$ cat config.mk
export PLATFORM = sky130hd
export DESIGN_NAME = module_flag_irq
export DESIGN_NICKNAME = d
export VERILOG_FILES = /design/src/logic/module_flag_pkg.sv /design/src/logic/module_flag_irq.sv
export SDC_FILE = /design/constraint.sdc
export NUM_CORES = 1
export LEC_CHECK = 0
export ABC_AREA = 1
export BUFFER_PORTS_ARGS = -buffer_cell sky130_fd_sc_hd__buf_4
export CAP_MARGIN = 20
export CORE_MARGIN = 1
export CORE_UTILIZATION = 41
export DETAILED_ROUTE_END_ITERATION = 12
export PLACE_DENSITY = 0.67
export REMOVE_ABC_BUFFERS = 1
export SLEW_MARGIN = 5
export SYNTH_ARGS = -nofsm -noshare
export SYNTH_HDL_FRONTEND = slang
export SYNTH_SLANG_ARGS = --single-unit
export TNS_END_PERCENT = 1
$ cat constraint.sdc
create_clock -name clock -period 4.2 [get_ports clock]
set_clock_uncertainty 0.1 [all_clocks]
set_input_delay 1.05 -clock clock [delete_from_list [all_inputs] [get_ports clock]]
set_output_delay 1.05 -clock clock [all_outputs]
set_load 0.005 [all_outputs]
$ cat src/logic/module_flag_pkg.sv
// Constants, types and register map of the module flag, interrupt and reset logic
// ============================================================================
// Summary of operation
// - The host reaches monitor and configuration registers over the management bus.
// - A module reset starts only after the reset input stays low for a least pulse width.
// - Power-on, hot insertion or a reset rising edge runs a bounded init state.
// - A triggering condition drives the attention output low within a bounded time.
// - A flag condition sets its flag bit and asserts attention unless masked.
// - Entering receive loss of signal sets its flag and asserts attention.
// - Flags clear on read, and attention is released once no flag is pending.
// - Clear on read treats loss of signal, transmit fault and all flags alike.
// - Setting a mask bit stops that flag from asserting attention.
// - Clearing a mask bit restores that flag's ability to assert attention.
// - Temperature, transmit power, receive power, supply and bias are readable.
// - Attention out and reset in share one pin, reset driven by the host.
// - The management bus has a host clock and a two-way data line.
package module_flag_pkg;

  // ==========================================================================
  // Timing
  localparam int CLOCK_MHZ        = 50;
  localparam int RESET_MIN_US     = 10;
  localparam int INIT_TIME_MS     = 2;
  localparam int RESET_MIN_CYCLES = RESET_MIN_US * CLOCK_MHZ;
  localparam int INIT_CYCLES_DEF  = INIT_TIME_MS * 1000 * CLOCK_MHZ;

  // ==========================================================================
  // Register byte offsets
  localparam logic [5:0] OFS_STATUS = 6'h00;
  localparam logic [5:0] OFS_FLAGS  = 6'h04;
  localparam logic [5:0] OFS_MASK   = 6'h08;
  localparam logic [5:0] OFS_RAW    = 6'h0C;
  localparam logic [5:0] OFS_TEMP   = 6'h10;
  localparam logic [5:0] OFS_TXPWR  = 6'h14;
  localparam logic [5:0] OFS_RXPWR  = 6'h18;
  localparam logic [5:0] OFS_VCC    = 6'h1C;
  localparam logic [5:0] OFS_BIAS   = 6'h20;

  // Field layout and reset values
  localparam int          LANES      = 8;
  localparam int          NFLAGS     = 2 * LANES;
  localparam int          FLD_READY  = 0;
  localparam int          FLD_STATE  = 1;
  localparam int          FLD_IRQ    = 3;
  localparam logic [15:0] FLAGS_RST  = 16'h0000;
  localparam logic [15:0] MASK_RST   = 16'h0000;

  // Management state
  typedef enum logic [1:0] {
    ST_INIT  = 2'b00,
    ST_READY = 2'b01,
    ST_HELD  = 2'b10
  } mgmt_state_t;

  // Monitor readings from the converter logic
  typedef struct packed {
    logic [15:0] temp;
    logic [15:0] tx_power;
    logic [15:0] rx_power;
    logic [15:0] supply;
    logic [15:0] bias;
  } monitor_t;

  // Lane conditions, bit 0 is lane 1
  typedef struct packed {
    logic [7:0] tx_fault;
    logic [7:0] rx_los;
  } lane_cond_t;

endpackage : module_flag_pkg

$ cat src/logic/module_flag_irq.sv
// Flag latching, attention output, module reset and management init logic
//
// The placing of the registers and the Avalon-MM register port were left to the implementer.
`timescale 1ns/1ns
module module_flag_irq
  import module_flag_pkg::*;
#(
  parameter int INIT_CYCLES = INIT_CYCLES_DEF
) (
  input  wire logic        clock,
  input  wire logic        srst,
  // Avalon-MM slave
  input  wire logic [5:0]  address,
  input  wire logic        read,
  input  wire logic        write,
  input  wire logic [31:0] writedata,
  input  wire logic [3:0]  byteenable,
  output logic [31:0]      readdata,
  output logic             waitrequest,
  // Pins and conditions
  input  wire logic        module_reset_n_input,
  input  wire logic        module_present,
  input  wire lane_cond_t  lane_cond,
  input  wire monitor_t    monitors,
  output logic             module_attention_n_output,
  output logic             attention_reset_shared_pin_out,
  output logic             attention_reset_shared_pin_oe,
  output logic             irq,
  output logic             module_ready
);

  localparam int SW = NFLAGS + 2;

  // Address match used by several decoders
  function automatic logic hit(input logic [5:0] a, input logic [5:0] o);
    return a == o;
  endfunction : hit

  // ==========================================================================
  // Input synchronisers
  logic [SW-1:0] sync1_q;
  logic [SW-1:0] sync2_q;
  logic [SW-1:0] sync3_q;

  // Two flops, third only for edge detect
  always_ff @(posedge clock) begin
    sync1_q <= {module_present, module_reset_n_input, lane_cond};
    sync2_q <= sync1_q;
    sync3_q <= sync2_q;
  end

  wire [NFLAGS-1:0] cond_now   = sync2_q[NFLAGS-1:0];
  wire [NFLAGS-1:0] cond_rise  = sync2_q[NFLAGS-1:0] & ~sync3_q[NFLAGS-1:0];
  wire              rst_pin    = sync2_q[NFLAGS];
  wire              rst_rise   = rst_pin & ~sync3_q[NFLAGS];
  wire              plug_rise  = sync2_q[NFLAGS+1] & ~sync3_q[NFLAGS+1];

  // ==========================================================================
  // Bus slave, one wait cycle per access
  // two-wire bridge drives this port
  logic        ack_q;
  logic [31:0] rdata_q;
  wire         req     = read | write;
  wire         accept  = req & ack_q;
  wire         sel_flg = hit(address, OFS_FLAGS);
  wire         sel_msk = hit(address, OFS_MASK);

  assign waitrequest = req & ~ack_q;
  assign readdata    = rdata_q;

  always_ff @(posedge clock) begin
    if (srst) begin
      ack_q <= 1'b0;
    end else begin
      ack_q <= req & ~ack_q;
    end
  end

  // ==========================================================================
  // Reset pulse width and management state
  mgmt_state_t state_q;
  mgmt_state_t state_d;
  logic [$clog2(RESET_MIN_CYCLES+1)-1:0] low_cnt_q;
  logic [$clog2(INIT_CYCLES+1)-1:0]      init_cnt_q;
  wire armed     = low_cnt_q == RESET_MIN_CYCLES[$bits(low_cnt_q)-1:0];
  wire init_done = init_cnt_q == INIT_CYCLES[$bits(init_cnt_q)-1:0];

  always_ff @(posedge clock) begin
    if (srst || rst_pin) begin
      low_cnt_q <= '0;
    end else if (!armed) begin
      low_cnt_q <= low_cnt_q + 1'b1;
    end
  end

  always_comb begin
    state_d = state_q;
    unique case (state_q)
      ST_INIT:  if (init_done) state_d = ST_READY;
      ST_READY: if (armed) state_d = ST_HELD;
                else if (plug_rise) state_d = ST_INIT;
      ST_HELD:  if (rst_rise) state_d = ST_INIT;
      default:  state_d = ST_INIT;
    endcase
  end

  always_ff @(posedge clock) begin
    if (srst) begin
      state_q    <= ST_INIT;
      init_cnt_q <= '0;
    end else begin
      state_q    <= state_d;
      init_cnt_q <= (state_q == ST_INIT && !init_done) ? init_cnt_q + 1'b1 : '0;
    end
  end

  wire ready = state_q == ST_READY;
  assign module_ready = ready;

  // ==========================================================================
  // Flags and mask
  logic [NFLAGS-1:0] flags_q;
  logic [NFLAGS-1:0] mask_q;
  wire               rd_flags = accept & read & sel_flg;
  wire               wr_flags = accept & write & sel_flg;
  wire [NFLAGS-1:0]  w1c      = wr_flags ? writedata[NFLAGS-1:0] : '0;
  wire [NFLAGS-1:0]  pending  = flags_q & ~mask_q;

  generate
    for (genvar i = 0; i < NFLAGS; i++) begin : g_flag
      always_ff @(posedge clock) begin
        if (srst || !ready) begin
          flags_q[i] <= FLAGS_RST[i];
        end else if (cond_rise[i]) begin
          flags_q[i] <= 1'b1;
        end else if (rd_flags || w1c[i]) begin
          flags_q[i] <= 1'b0;
        end
      end
    end
  endgenerate

  always_ff @(posedge clock) begin
    if (srst) begin
      mask_q <= MASK_RST;
    end else if (accept && write && sel_msk) begin
      if (byteenable[0]) mask_q[7:0]  <= writedata[7:0];
      if (byteenable[1]) mask_q[15:8] <= writedata[15:8];
    end
  end

  // ==========================================================================
  // Attention output
  // attention follows pending flags
  assign irq = |pending;
  assign module_attention_n_output      = ~irq;
  // open drain low on shared pin
  assign attention_reset_shared_pin_out = 1'b0;
  assign attention_reset_shared_pin_oe  = irq;

  // ==========================================================================
  // Read data mux
  logic [31:0] rd_mux;

  always_comb begin
    rd_mux = 32'h0000_0000;
    unique case (1'b1)
      hit(address, OFS_STATUS): rd_mux = {28'h0, irq, state_q, ready};
      sel_flg:                  rd_mux = {16'h0, flags_q};
      sel_msk:                  rd_mux = {16'h0, mask_q};
      hit(address, OFS_RAW):    rd_mux = {16'h0, cond_now};
      hit(address, OFS_TEMP):   rd_mux = {16'h0, monitors.temp};
      hit(address, OFS_TXPWR):  rd_mux = {16'h0, monitors.tx_power};
      hit(address, OFS_RXPWR):  rd_mux = {16'h0, monitors.rx_power};
      hit(address, OFS_VCC):    rd_mux = {16'h0, monitors.supply};
      hit(address, OFS_BIAS):   rd_mux = {16'h0, monitors.bias};
      default:                  rd_mux = 32'h0000_0000;
    endcase
  end

  // Capture read data in the wait cycle
  always_ff @(posedge clock) begin
    if (srst) begin
      rdata_q <= 32'h0000_0000;
    end else if (read && !ack_q) begin
      rdata_q <= rd_mux;
    end
  end

  // ==========================================================================
  // Assertions
  AST_BUS_ONE_WAIT: assert property (@(posedge clock) disable iff (srst)
    (req && !ack_q) |-> waitrequest ##1 (req -> !waitrequest))
    else $error("Bus access not answered after one wait cycle");

  AST_SHORT_PULSE: assert property (@(posedge clock) disable iff (srst)
    (state_q == ST_READY && rst_rise && !armed) |=> state_q != ST_INIT)
    else $error("Short reset pulse started a module reset");

  AST_INIT_BOUND: assert property (@(posedge clock) disable iff (srst)
    (state_q == ST_INIT && init_done) |=> state_q == ST_READY)
    else $error("Init state did not end at its count");

  AST_FLAG_SET: assert property (@(posedge clock) disable iff (srst)
    (ready && state_d == ST_READY && |cond_rise) |=> (flags_q & $past(cond_rise)) != '0)
    else $error("Condition edge did not set its flag");

  AST_ATTN_ON: assert property (@(posedge clock) disable iff (srst)
    (ready && state_d == ST_READY && |(cond_rise & ~mask_q) && !(accept && write && sel_msk))
    |=> !module_attention_n_output)
    else $error("Attention not asserted after unmasked event");

  AST_COR_CLEAR: assert property (@(posedge clock) disable iff (srst)
    (rd_flags && cond_rise == '0 && state_d == ST_READY) |=> flags_q == '0 ##0 !irq)
    else $error("Flag read did not clear flags and attention");

  AST_MASK_ALL: assert property (@(posedge clock) disable iff (srst)
    (accept && write && sel_msk && byteenable[1:0] == 2'h3 && writedata[15:0] == 16'hFFFF)
    |=> !irq)
    else $error("Full mask did not inhibit attention");

  AST_UNMASK: assert property (@(posedge clock) disable iff (srst)
    (mask_q == '0 && flags_q != '0) |-> !module_attention_n_output)
    else $error("Unmasked flag did not assert attention");

  AST_STICKY: assert property (@(posedge clock) disable iff (srst)
    (flags_q[0] && !rd_flags && !w1c[0] && state_d == ST_READY) |=> flags_q[0])
    else $error("Flag dropped without a clear");

  AST_SHARED_PIN: assert property (@(posedge clock) disable iff (srst)
    attention_reset_shared_pin_oe == !module_attention_n_output)
    else $error("Shared pin enable disagrees with attention");

  AST_PIN_DRIVE_LOW: assert property (@(posedge clock) disable iff (srst)
    attention_reset_shared_pin_oe |-> !attention_reset_shared_pin_out)
    else $error("Shared pin driven high");

  AST_NOT_READY_CLEAR: assert property (@(posedge clock) disable iff (srst)
    !ready |=> flags_q == '0)
    else $error("Flag kept outside ready state");

  AST_PLUG_INIT: assert property (@(posedge clock) disable iff (srst)
    (ready && !armed && plug_rise) |=> state_q == ST_INIT)
    else $error("Hot insertion did not start init");

  AST_HELD_ENTRY: assert property (@(posedge clock) disable iff (srst)
    (ready && armed) |=> state_q == ST_HELD)
    else $error("Long reset pulse did not hold the module");

  AST_RESET_RISE_INIT: assert property (@(posedge clock) disable iff (srst)
    (state_q == ST_HELD && rst_rise) |=> state_q == ST_INIT)
    else $error("Reset release did not start init");

  AST_READ_DATA_HELD: assert property (@(posedge clock) disable iff (srst)
    !(read && !ack_q) |=> $stable(readdata))
    else $error("Read data changed without a read");

  AST_WAIT_ONE_CYCLE: assert property (@(posedge clock) disable iff (srst)
    waitrequest |=> !waitrequest)
    else $error("Wait request held for two cycles");

  AST_ACCEPT_AFTER_WAIT: assert property (@(posedge clock) disable iff (srst)
    accept |-> $past(waitrequest))
    else $error("Access accepted without a wait cycle");

  AST_COUNT_BOUND: assert property (@(posedge clock) disable iff (srst)
    low_cnt_q <= RESET_MIN_CYCLES)
    else $error("Reset low counter ran past its limit");

  AST_INIT_COUNT: assert property (@(posedge clock) disable iff (srst)
    state_q == ST_INIT |-> init_cnt_q <= INIT_CYCLES)
    else $error("Init counter ran past its limit");

  AST_STATE_LEGAL: assert property (@(posedge clock) disable iff (srst)
    state_q inside {ST_INIT, ST_READY, ST_HELD})
    else $error("Management state took an unused code");

  AST_W1C_CLEAR: assert property (@(posedge clock) disable iff (srst)
    (wr_flags && writedata[0] && !cond_rise[0]) |=> !flags_q[0])
    else $error("Write one did not clear its flag");

  AST_SET_WINS: assert property (@(posedge clock) disable iff (srst)
    (ready && state_d == ST_READY && cond_rise[0] && rd_flags) |=> flags_q[0])
    else $error("Clear beat a new event");

  AST_ATTN_OFF: assert property (@(posedge clock) disable iff (srst)
    !irq |-> (module_attention_n_output && !attention_reset_shared_pin_oe))
    else $error("Attention held with nothing pending");

  AST_HELD_NO_IRQ: assert property (@(posedge clock) disable iff (srst)
    (state_q == ST_HELD) |=> !irq)
    else $error("Attention raised while module held");

  AST_RDATA_MASK: assert property (@(posedge clock) disable iff (srst)
    (read && !ack_q && sel_msk) |=> readdata == {16'h0, $past(mask_q)})
    else $error("Mask read back wrong");

  AST_RAW_FOLLOWS: assert property (@(posedge clock) disable iff (srst)
    (read && !ack_q && hit(address, OFS_RAW)) |=> readdata[15:0] == $past(cond_now))
    else $error("Raw condition read back wrong");

  // Main scenarios
  COV_INIT_DONE: cover property (@(posedge clock) disable iff (srst)
    state_q == ST_INIT ##1 state_q == ST_READY);
  COV_RESET_CYCLE: cover property (@(posedge clock) disable iff (srst)
    state_q == ST_HELD ##1 state_q == ST_INIT);
  COV_LOS_IRQ: cover property (@(posedge clock) disable iff (srst)
    cond_rise[0] ##1 irq);
  COV_READ_CLEAR: cover property (@(posedge clock) disable iff (srst)
    irq && rd_flags ##1 !irq);
  COV_MASKED_FLAG: cover property (@(posedge clock) disable iff (srst)
    flags_q != '0 && !irq);

endmodule : module_flag_irq

; After elaboration in Yosys (flattened, before gate mapping)
; Cells that the tools add are included.
[op_classes]
n_addsub = 2
n_eq_ne = 15
muxes = 39
n_bitwise = 18
reduce_logical = 48
[ops]
columns = operator, n
row1 = $pmux 16 s9, 1
row2 = $and 16x16->16, 2
row3 = $mux 1, 32
row4 = $not 16->16, 2
row5 = $reduce_bool 2->1, 16
row6 = $eq 6x5->1 const B, 4
row7 = $logic_or 1x1->1, 18
row8 = $add 17x1->17 const B, 1
row9 = $eq 17x17->1 const B, 1
row10 = $mux 16, 1
row11 = $reduce_or 16->1, 1
row12 = $eq 6x4->1 const B, 2
row13 = $add 9x1->9 const B, 1
row14 = $eq 9x9->1 const B, 1
row15 = $and 1x1->1, 8
row16 = $mux 2, 4
row17 = $eq 6x3->1 const B, 1
row18 = $eq 6x6->1 const B, 1
row19 = $logic_not 6->1, 1
row20 = $pmux 2 s3, 1
row21 = $not 1->1, 5
row22 = $logic_and 1x1->1, 4
row23 = $ne 2x2->1 const B, 2
row24 = $reduce_and 2->1, 2
row25 = other kinds (8), 10
[word_totals]
register_bits = 147
input_bits = 144
output_inout_bits = 38

; Longest topological paths before layout
; Gate-level depths: netlist of the first run.
[logic_depth]
ltp_word = 8
ltp_mapped = 11
ltp_nobuf = 10

; Worst setup path after synthesis of the first run
; Ideal clock, no wire load.
[synth_path]
kind = input to output
startpoint = input port write
endpoint = output port waitrequest
arrival_time_ns = 1.220
t_required_ns = 3.050
path_slack_ns = 1.830
cell_stages = 2
path_cell_list = nor2_1 -> nor2_1
[synth_via]
elab_chain_cells = 2
[synth_rtl]
columns = item, line
row1 = from (decl), module_flag_irq.sv:15  ; input wire logic write,
row2 = $or 1x1->1, module_flag_irq.sv:63  ; wire req = read | write;
row3 = $and 1x1->1, module_flag_irq.sv:68  ; assign waitrequest = req & ~ack_q;
row4 = to (decl), module_flag_irq.sv:19  ; output logic waitrequest,
; No other way between the ends.

; Worst setup path after layout of the first run
[layout_path]
startpoint = input port address[1]
endpoint = register mask_q[0]
[layout_via]
elab_chain_cells = 3
[layout_rtl]
columns = item, line
row1 = from (decl), module_flag_irq.sv:13  ; input wire logic [5:0] address,
row2 = $eq 6x4->1, module_flag_irq.sv:36  ; return a == o;
row3 = $logic_and 1x1->1, module_flag_irq.sv:146  ; end else if (accept && write && sel_msk) begin
row4 = $reduce_and 2->1 (no line), n/a
row5 = to (signal assigned), module_flag_irq.sv:147  ; if (byteenable[0]) mask_q[7:0] <= writedata[7:0];
row6 = to (decl), module_flag_irq.sv:123  ; logic [NFLAGS-1:0] mask_q;
; No other way between the ends.
; A chain may end at the register's enable or synchronous reset.

==> results of run 1 <==
-- per-stage QoR --
step           total power [uW]  worst slack, ps
6_report                   3032             1359
5_1_grt                    3131             1234
4_1_cts                    3053             1434
3_5_place_dp               1511             1014
3_3_place_gp               1509             1074
2_1_floorplan              1377             1620
-- routing by layer --
layer | track usage, % | vias up
li1 | - | 2782
met1 | 28.90 | 2447
met2 | 40.23 | 196
met3 | 5.513 | 28
met4 | 8.281 | 0
met5 | 0 | -
-- path summary, 6_finish.rpt --
path                            start                  endpoint  slack (ps)
max                        address[1]    mask_q[0]$_SDFFE_PP0P_        1360
min                sync1_q[7]$_DFF_P_        sync2_q[7]$_DFF_P_         220
max reg2reg  init_cnt_q[0]$_SDFF_PP0_  init_cnt_q[3]$_SDFF_PP0_        2310
min reg2reg        sync1_q[7]$_DFF_P_        sync2_q[7]$_DFF_P_         220
-- cell type report --
cell class                      count  area, um2  area share, %
Timing Repair Buffer              153       1149          15.33
Multi-Input combinational cell    536       2491          33.25
Sequential cell                   131       2623          35.00
Inverter                          103      386.6          5.160
Clock buffer                       17      425.4          5.678
Tap cell                          176      220.2          2.939
Clock inverter                     15      197.7          2.639
-- power by group --
group	switching (uW)	leakage [uW]	internal, uW
combinational	91.8	0.00200	102
clock	594	0.000299	953
sequential	14.0	0.00108	1280
-- flip-flops by register name, summed over array words and instances, names as in the netlist --
name	count
ack_q	1
flags_q	16
init_cnt_q	17
low_cnt_q	9
mask_q	16
readdata	16
state_q	2
sync1_q	18
sync2_q	18
sync3_q	18
-- cells by family after synthesis --
| family | share of synthesized area, % |
|---|---|
| xor gates and xnor gates | 0.4606 |
| and+or+nand+nor | 28.44 |
| AOI/OAI and AO/OA | 12.76 |
| DFF | 45.96 |
| buffers and inverters | 11.43 |
| other | 0.06573 |
| adders and majority gates | 0.8772 |
-- worst max-delay path, stage by stage --
cell,delay (ps)
buf_4,120
nor2_4,240
buf_4,260
nand2_2,110
nor2_4,170
inv_2,180
nor2_2,180
nand2_1,340
o21ai_0,300
a21oi_1,60
-- cells in the final DEF (no fill, tap or decap), drive strengths merged, types with 15 or more instances in the layout --
cell,n
nand2,216
buf,153
dfxtp,131
inv,110
nor2,76
o21ai,67
a21oi,64
nand3,31
conb,17
clkbuf,17
nand4,15
or2,15
-- Yosys cell counts, types with 3 or more instances --
master,n
ha_1,4
clkbuf_1,8
nor2_1,67
buf_6,6
nor2_4,6
o21ai_1,13
nand2_1,214
nor2_2,3
inv_1,101
or2_2,15
buf_2,5
nor3_1,7
o21ai_0,54
nand4_1,15
nand3b_1,3
o22ai_1,5
buf_4,19
nand3_1,31
a31oi_1,3
a21oi_1,64
nor4_1,4
dfxtp_1,131
==> run_results.csv, run 1 <==
group,metric,value,unit
yosys,synth-edff-count,0,
floorplan,fp.dieH,120.0,um
drt,drc_errors,0,
drt,vias_per_cell,4.821,
timing,min_period,2841,ps
cells_and_area,final_area,7492,um2
worst_hold_path,whs_path_depth,0,
drt,drt_iter0_drc,383,
placement,place_area,6869,um2
global_routing,grt_use_total,23.61,%
floorplan,start_util,42.58,%
drt,wire_per_inst,14.35,um
drt,drtPass1Iterations,4,
drt,postRouteAntennaNets,0,
drt,top_layer,"met4",
status,status,"completed",
floorplan,rows,42,
power_and_ir_drop,ir_worst_vdd,0.3038,mV
yosys,ys_async_sr_fraction,0,%
timing,whs,223.2,ps
critical_path,cp.arrival,3020,ps
timing,tightest_slew,869.0,ps
cells_and_area,fin_util,55.91,%
timing,max_slew_margin,41.90,%
clock_network,cts_resized,0,
critical_path,crit_required,4380,ps
global_routing,overflow,0,
yosys,yosysWarnings,0,
cells_and_area,num_antenna_cells,0,
critical_path,start_kind,"input port",
drt,met1_length,7162,um
timing,fin_tns_setup,0,ps
yosys,syn_area,5705,um2
clock_network,root_buffer,"clkbuf_16",
drt,routed_wl,16240,um
cells_and_area,fin_nets,1090,
drt,wl_met2,7634,um
clock_network,cts_tree,"done",
drt,via_count,5453,
global_routing,grt_first_pass_wirelength,25910,um
clock_network,post_cts_buffers,0,
yosys,synth.area.top_cells,"dfxtp_1, nand2_1, inv_1",
clock_network,clkSinkCount,131,
placement,port_buffers,146,
floorplan,coreArea,13400,um2
power_and_ir_drop,leakage,0.003378,uW
clock_network,clockBufferDepth,2,
timing,finalMaxSlewViolations,0,
global_routing,grt_max_degree,22,
yosys,ys_types,32,
floorplan,die_area,14390,um2
yosys,synthFlopType,"dfxtp_1",
yosys,yosys.area.top_type_share,45.96,%
power_and_ir_drop,powerDensity,404.7,nW/um2
clock_network,clk_transition_reported_paths,60,ps
critical_path,reg2reg_depth,7,
clock_network,numCtsBuffers,17,
global_routing,grt_pass1_vias,5227,
job,drv_cap,0,
global_routing,grt_antenna_before_repair,0,
yosys,synth_top_cell_by_area,"dfxtp_1",
placement,dpl.hpwl,11590,um
placement,gp_congestion,0.8716,
cells_and_area,drive_gt1_share,22.51,%
critical_path,critPathMaxFanout,16,
yosys,synth_cells,792,
cells_and_area,syn_to_final_growth,31.32,%
cells_and_area,fill_cells,1342,
yosys,yosysSeqAreaShare,45.96,%
floorplan,num_io_pins,182,
clock_network,htree_num_levels,4,
yosys,avgSynthCellArea,7.204,um2
clock_network,cts_hold_buf,0,
worst_hold_path,hold_path_class,"register to register",
timing,finalSetupViolations,0,
yosys,ys_seq_elements,131,
cells_and_area,finalNonFillerCells,1131,
drt,dr_wl_met3,1101,um
clock_network,insertion_delay,420,ps
floorplan,die_w,120.0,um
timing,rsz0062_at_grt,"no",
critical_path,worstSetupPathType,"input port to register",
timing,fin_crit_sh,67.65,%
placement,placed_cells,1099,
critical_path,cp-end-kind,"register",
timing,clock.fmax,0.3520,GHz
timing,hold_violations,0,
No activity file was read; power rests on OpenSTA's default activity.
==> run 2: changes to the inputs <==
--- a/config.mk
+++ b/config.mk
@@ -5,7 +5,7 @@
 export SDC_FILE = /design/constraint.sdc
 export NUM_CORES = 1
 export LEC_CHECK = 0
-export ABC_AREA = 1
+export ABC_AREA = 0
 export BUFFER_PORTS_ARGS = -buffer_cell sky130_fd_sc_hd__buf_4
 export CAP_MARGIN = 20
 export CORE_MARGIN = 1
==> constraint.sdc (replaced) <==
create_clock -name clock -period 2.8 [get_ports clock]
set_clock_uncertainty 0.1 [all_clocks]
set_input_delay 0.7 -clock clock [delete_from_list [all_inputs] [get_ports clock]]
set_output_delay 0.7 -clock clock [all_outputs]
set_load 0.005 [all_outputs]
==> run_results.csv, run 2 <==
group,metric,value,unit
floorplan,coreArea,13240,um2
job,drv_cap,0,
power_and_ir_drop,power_switching,1012,uW
floorplan,rows,42,
yosys,yosysSeqAreaShare,47.07,%
cells_and_area,fill_cells,1200,
yosys,yosys.area.top_type_share,47.07,%
global_routing,overflow,0,
cells_and_area,num_antenna_cells,0,
critical_path,cp_common_cell,"buf_4",
placement,dpl.hpwl,11010,um
cells_and_area,syn_to_final_growth,34.36,%
global_routing,grt_pass1_vias,4736,
critical_path,crit_buf_inv,2,
floorplan,start_util,42.07,%
clock_network,numCtsBuffers,17,
yosys,ys_seq_elements,131,
drt,postRouteAntennaNets,0,
timing,finalMaxSlewViolations,0,
worst_hold_path,hold_path_class,"register to register",
power_and_ir_drop,powerDensity,595.6,nW/um2
critical_path,worstSetupPathType,"register to output pin",
yosys,synthFlopType,"dfxtp_1",
drt,routed_wl,15010,um
placement,port_buffers,146,
timing,fin_crit_sh,95.79,%
timing,postLayoutSetupSlackWorst,117.8,ps
drt,vias_per_cell,5.159,
cells_and_area,fin_nets,872,
power_and_ir_drop,internal_power,3447,uW
clock_network,clk_transition_reported_paths,60,ps
placement,placed_cells,880,
yosys,avgSynthCellArea,9.844,um2
drt,wire_per_inst,16.44,um
power_and_ir_drop,leakage,0.003093,uW
critical_path,start_kind,"register",
drt,drc_errors,0,
clock_network,htree_num_levels,4,
clock_network,clockBufferDepth,2,
clock_network,insertion_delay,420,ps
global_routing,grt_first_pass_wirelength,23660,um
yosys,synth.area.top_cells,"dfxtp_1, mux2i_1, mux4_2",
placement,dp_worst_setup_slack,186.0,ps
floorplan,fp.dieH,118.6,um
yosys,yosysWarnings,0,
power_and_ir_drop,ir_worst_vdd,0.4608,mV
yosys,ys_top_cells_by_count,"dfxtp_1, nor2_1, nand2_1",
yosys,ys_async_sr_fraction,0,%
drt,via_count,4710,
drt,drtPass1Iterations,5,
yosys,ys_types,57,
floorplan,die_area,14060,um2
critical_path,path_delay_family,"buffers and inverters",
power_and_ir_drop,netSwitchingFraction,22.69,%
cells_and_area,layout_commonest_cell,"buf_4",
critical_path,path_cells,"nor2b_1 > a2111oi_4 > buf_4 > nand4_1 > buf_4",
timing,clock.fmax,0.3728,GHz
timing,rsz0062_at_grt,"no",
cells_and_area,drive_gt1_share,30.94,%
global_routing,grt_max_degree,28,
critical_path,cp.arrival,1880,ps
yosys,syn_area,5572,um2
timing,min_period,2682,ps
clock_network,root_buffer,"clkbuf_16",
drt,drt_iter0_drc,280,
clock_network,cts_tree,"done",
cells_and_area,final_cell_mix,"buf_4, dfxtp_1, nor2_1, nand2_1, mux2i_1",
cells_and_area,finalNonFillerCells,913,
timing,finalSetupViolations,0,
critical_path,max_stage_delay,360,ps
placement,gp_congestion,0.7981,
floorplan,die_w,118.6,um
critical_path,critPathSlowestCell,"a2111oi_4",
critical_path,critPathMaxFanout,4,
power_and_ir_drop,power,4459,uW
yosys,synth_top_cell_by_area,"dfxtp_1",
yosys,synth_cells,566,
timing,fin_tns_setup,0,ps
power_and_ir_drop,p_comb_share,7.6,%
critical_path,crit_required,2000,ps
timing,tightest_slew,568.4,ps
power_and_ir_drop,power_frac_seq,43.5,%
yosys,yosysMostFrequentCell,"dfxtp_1",
critical_path,cp-end-kind,"output pin",
timing,max_slew_margin,62.11,%
clock_network,clkSinkCount,131,
power_and_ir_drop,pwr-share-clk,48.9,%
timing,hold_violations,0,
status,status,"completed",
yosys,synth-edff-count,0,
floorplan,num_io_pins,182,
cells_and_area,top_regs,"sync1_q x18, sync2_q x18, sync3_q x18",
timing,whs,220.7,ps
global_routing,grt_use_total,22.00,%
global_routing,grt_antenna_before_repair,0,
==> run 2: cell count changes in the layout (fill, tap and decap cells not counted), moves of 17 or more <==
cell     change
a32oi_1     +17
nor2b_1     +17
nand2_1    -170
inv_1       -69
nand3_1     -19
mux2i_1     +37
a21oi_1     -55
o21ai_0     -48
==> run 2: repair_timing <==
| item | CTS | global route |
|---|---|---|
| resized for setup | 4 | 4 |
| setup buffers | 0 | 1 |
| pin swaps | 2 | 2 |
| hold endpoints to repair | 0 | 0 |
| hold buffers | 0 | 0 |
| setup endpoints to repair | 3 | 3 |
==> run 2: power groups by stage <==
stage,combinational (uW),clock (uW),sequential [uW]
detailed placement,339,0,1980
finish,340,2180,1940
floorplan,120,0,1970
global placement,331,0,1980
global route,368,2310,1940
CTS,341,2210,1940
==> run 2: area by class of cell <==
| cell class | count | area (um2) | share of cell area, % |
|---|---|---|---|
| tap | 176 | 220.2 | 2.942 |
| inverter | 32 | 120.1 | 1.605 |
| sequential | 131 | 2624 | 35.05 |
| timing repair buffer | 168 | 1261 | 16.85 |
| clock buffer | 18 | 439.2 | 5.867 |
| clock inverter | 14 | 153.9 | 2.056 |
| multi-input combinational | 374 | 2668 | 35.63 |
==> run 2: kinds of logic (layout without fill, tap and decap cells) <==
logic type / count (synthesis) / in the layout / share of synthesized area, %
xor gates and xnor gates: 20 / 20 / 3.144
DFF: 131 / 131 / 47.07
buffers and inverters: 77 / 232 / 6.962
muxes: 53 / 53 / 12.31
adders and majority gates: 4 / 4 / 0.8983
and+or+nand+nor: 190 / 190 / 17.45
other: 1 / 17 / 0.06731
AOI/OAI and AO/OA: 90 / 90 / 12.10
==> run 2: per-layer routing <==
metal | vias up | track usage [%] | routed length [um]
met5 | - | 0 | 0
met4 | 0 | 8.782 | 258
met3 | 23 | 6.371 | 893
met2 | 168 | 36.84 | 7440
met1 | 2232 | 26.38 | 6415
li1 | 2287 | - | -
==> run 2: worst register-to-register path, delay by kind of cell (launching register included) <==
kind	cells	cell delay, ps
flops	1	350
simple gates	5	1540
==> run 2: path summary, 6_finish.rpt <==
kind / start / end / slack [ps] / cells after the start
min reg2reg: sync1_q[2]$_DFF_P_ / sync2_q[2]$_DFF_P_ / 220 / 0
max: flags_q[8]$_SDFFE_PP0P_ / irq / 120 / 5
min: sync1_q[2]$_DFF_P_ / sync2_q[2]$_DFF_P_ / 220 / 0
max reg2reg: init_cnt_q[13]$_SDFF_PP0_ / init_cnt_q[9]$_SDFF_PP0_ / 670 / 5
==> run 2: stage by stage <==
stage	area (um2)	utilization [%]
finish	7486	56.53
global placement	6844	51.68
global route	7486	56.53
floorplan	5364	-
CTS	7450	56.25
detailed placement	6844	51.68
==> run 3: changes to the inputs <==
--- a/config.mk
+++ b/config.mk
@@ -11,6 +11,7 @@
 export CORE_MARGIN = 1
 export CORE_UTILIZATION = 41
 export DETAILED_ROUTE_END_ITERATION = 12
+export GPL_ROUTABILITY_DRIVEN = 0
 export PLACE_DENSITY = 0.67
 export REMOVE_ABC_BUFFERS = 1
 export SLEW_MARGIN = 5
==> constraint.sdc (replaced) <==
create_clock -name clock -period 3.4 [get_ports clock]
set_clock_uncertainty 0.1 [all_clocks]
set_input_delay 0.85 -clock clock [delete_from_list [all_inputs] [get_ports clock]]
set_output_delay 0.85 -clock clock [all_outputs]
set_load 0.005 [all_outputs]
==> run_results.csv, run 3 (synthesis results as in run 2) <==
group,metric,value,unit
critical_path,path_cells,"nor2b_1 > a2111oi_0 > nand4_1 > buf_4",
global_routing,grt_use_met2,36.11,%
drt,drtPass1Iterations,4,
timing,clock.fmax,0.3005,GHz
critical_path,cp.arrival,2380,ps
timing,min_period,3328,ps
clock_network,cts_resized,0,
timing,fin_tns_setup,0,ps
placement,dp_worst_setup_slack,385.1,ps
global_routing,grt_first_pass_wirelength,23370,um
cells_and_area,final_cell_mix,"buf_4, dfxtp_1, nor2_1, nand2_1, mux2i_1",
critical_path,cp-end-kind,"output pin",
timing,max_slew_margin,37.35,%
clock_network,numCtsBuffers,17,
power_and_ir_drop,power,3562,uW
cells_and_area,fill_cells,1166,
worst_hold_path,hold_path_class,"register to register",
critical_path,start_kind,"register",
drt,drt_iter0_drc,322,
global_routing,use_met3,6.129,%
timing,finalMaxSlewViolations,0,
global_routing,grt_max_degree,36,
critical_path,crit_required,2450,ps
placement,dpl.hpwl,10500,um
placement,port_buffers,146,
cells_and_area,num_antenna_cells,0,
floorplan,die_w,118.6,um
cells_and_area,fin_nets,861,
timing,finalSetupViolations,0,
power_and_ir_drop,leakage,0.003008,uW
clock_network,cts_hold_buf,0,
drt,via_count,4670,
floorplan,num_io_pins,182,
cells_and_area,layout_commonest_cell,"buf_4",
floorplan,rows,42,
clock_network,cts_tree,"done",
global_routing,grt_pass1_vias,4632,
timing,rsz0062_at_grt,"no",
cells_and_area,drive_gt1_share,28.93,%
power_and_ir_drop,ir_worst_vdd,0.3556,mV
drt,drc_errors,0,
power_and_ir_drop,powerDensity,486.2,nW/um2
critical_path,max_stage_delay,820,ps
critical_path,worstSetupPathType,"register to output pin",
clock_network,clockBufferDepth,2,
timing,fin_crit_sh,97.88,%
floorplan,fp.dieH,118.6,um
drt,routed_wl,14600,um
clock_network,post_cts_buffers,0,
global_routing,grt-busiest-layer,"met2",
clock_network,htree_num_levels,4,
global_routing,grt_antenna_before_repair,0,
cells_and_area,multi_input_area,2628,um2
global_routing,grt_use_total,21.67,%
status,status,"completed",
clock_network,root_buffer,"clkbuf_16",
timing,hold_violations,0,
cells_and_area,layout.area.seq,2623,um2
drt,vias_per_cell,5.177,
clock_network,clk_transition_reported_paths,60,ps
critical_path,critPathSlowestCell,"a2111oi_0",
global_routing,overflow,0,
critical_path,r2r_slack,1090,ps
clock_network,insertion_delay,420,ps
job,drv_cap,0,
drt,wire_per_inst,16.19,um
floorplan,die_area,14060,um2
cells_and_area,top_regs,"sync1_q x18, sync2_q x18, sync3_q x18",
clock_network,clkSinkCount,131,
floorplan,start_util,42.07,%
drt,postRouteAntennaNets,0,
critical_path,critPathMaxFanout,4,
timing,tightest_slew,916.1,ps
global_routing,use_met1,26.59,%
cells_and_area,fin_util,55.32,%
cells_and_area,syn_to_final_growth,31.48,%
timing,postLayoutSetupSlackWorst,72.16,ps
floorplan,coreArea,13240,um2
-- run 3: changes by cell type in the layout (fill, tap and decap cells not counted), moves of 2 or more --
cell	change
a2111oi_4	-2
clkbuf_1	+3
inv_6	-2
a2111oi_0	+2
buf_4	-11
-- run 3: final cells by class --
cell class	instances	area share (%)
inverters	32	1.640
clock buffers	21	6.149
clock inverters	11	1.452
flip-flops and latches	131	35.80
multi-input cells	374	35.87
repair buffers	157	16.09
well taps	176	3.006
-- run 3: per-layer routing --
metal | share of wire (%) | vias to the layer above | wire length [um]
met5 | 0 | - | 0
met4 | 1.7 | 0 | 242
met3 | 6.8 | 17 | 996
met2 | 48 | 165 | 7079
met1 | 43 | 2225 | 6281
li1 | - | 2263 | -
-- run 3: final timing paths --
path	from	endpoint	depth (start not counted)
worst max-delay path	flags_q[5]$_SDFFE_PP0P_	attention_reset_shared_pin_oe	4
worst min-delay path	sync1_q[8]$_DFF_P_	sync2_q[8]$_DFF_P_	0
worst max register to register	flags_q[5]$_SDFFE_PP0P_	readdata[3]$_SDFFE_PP0P_	5
worst min register to register	sync1_q[8]$_DFF_P_	sync2_q[8]$_DFF_P_	0
-- run 3: per-stage QoR --
stage	hold WS, ps	area (um2)	cells
2_1_floorplan	209.6	5364	537
3_3_place_gp	210.5	6769	870
3_5_place_dp	212.1	6769	870
4_1_cts	222.5	7326	902
5_1_grt	228.1	7326	902
6_report	221.9	7326	902
-- run 3: where the power goes --
| part | internal (uW) | switching (uW) |
|---|---|---|
| clock network | 1030 | 666 |
| registers | 1580 | 20.0 |
| logic | 155 | 119 |
| total | 2760 | 805 |
-- run 3: critical path: cells and delay by family (launching register included) --
| family | cells | cell delay, ps |
|---|---|---|
| buffers and inverters | 1 | 260 |
| and+or+nand+nor | 2 | 570 |
| DFF | 1 | 320 |
| AOI/OAI and AO/OA | 1 | 820 |
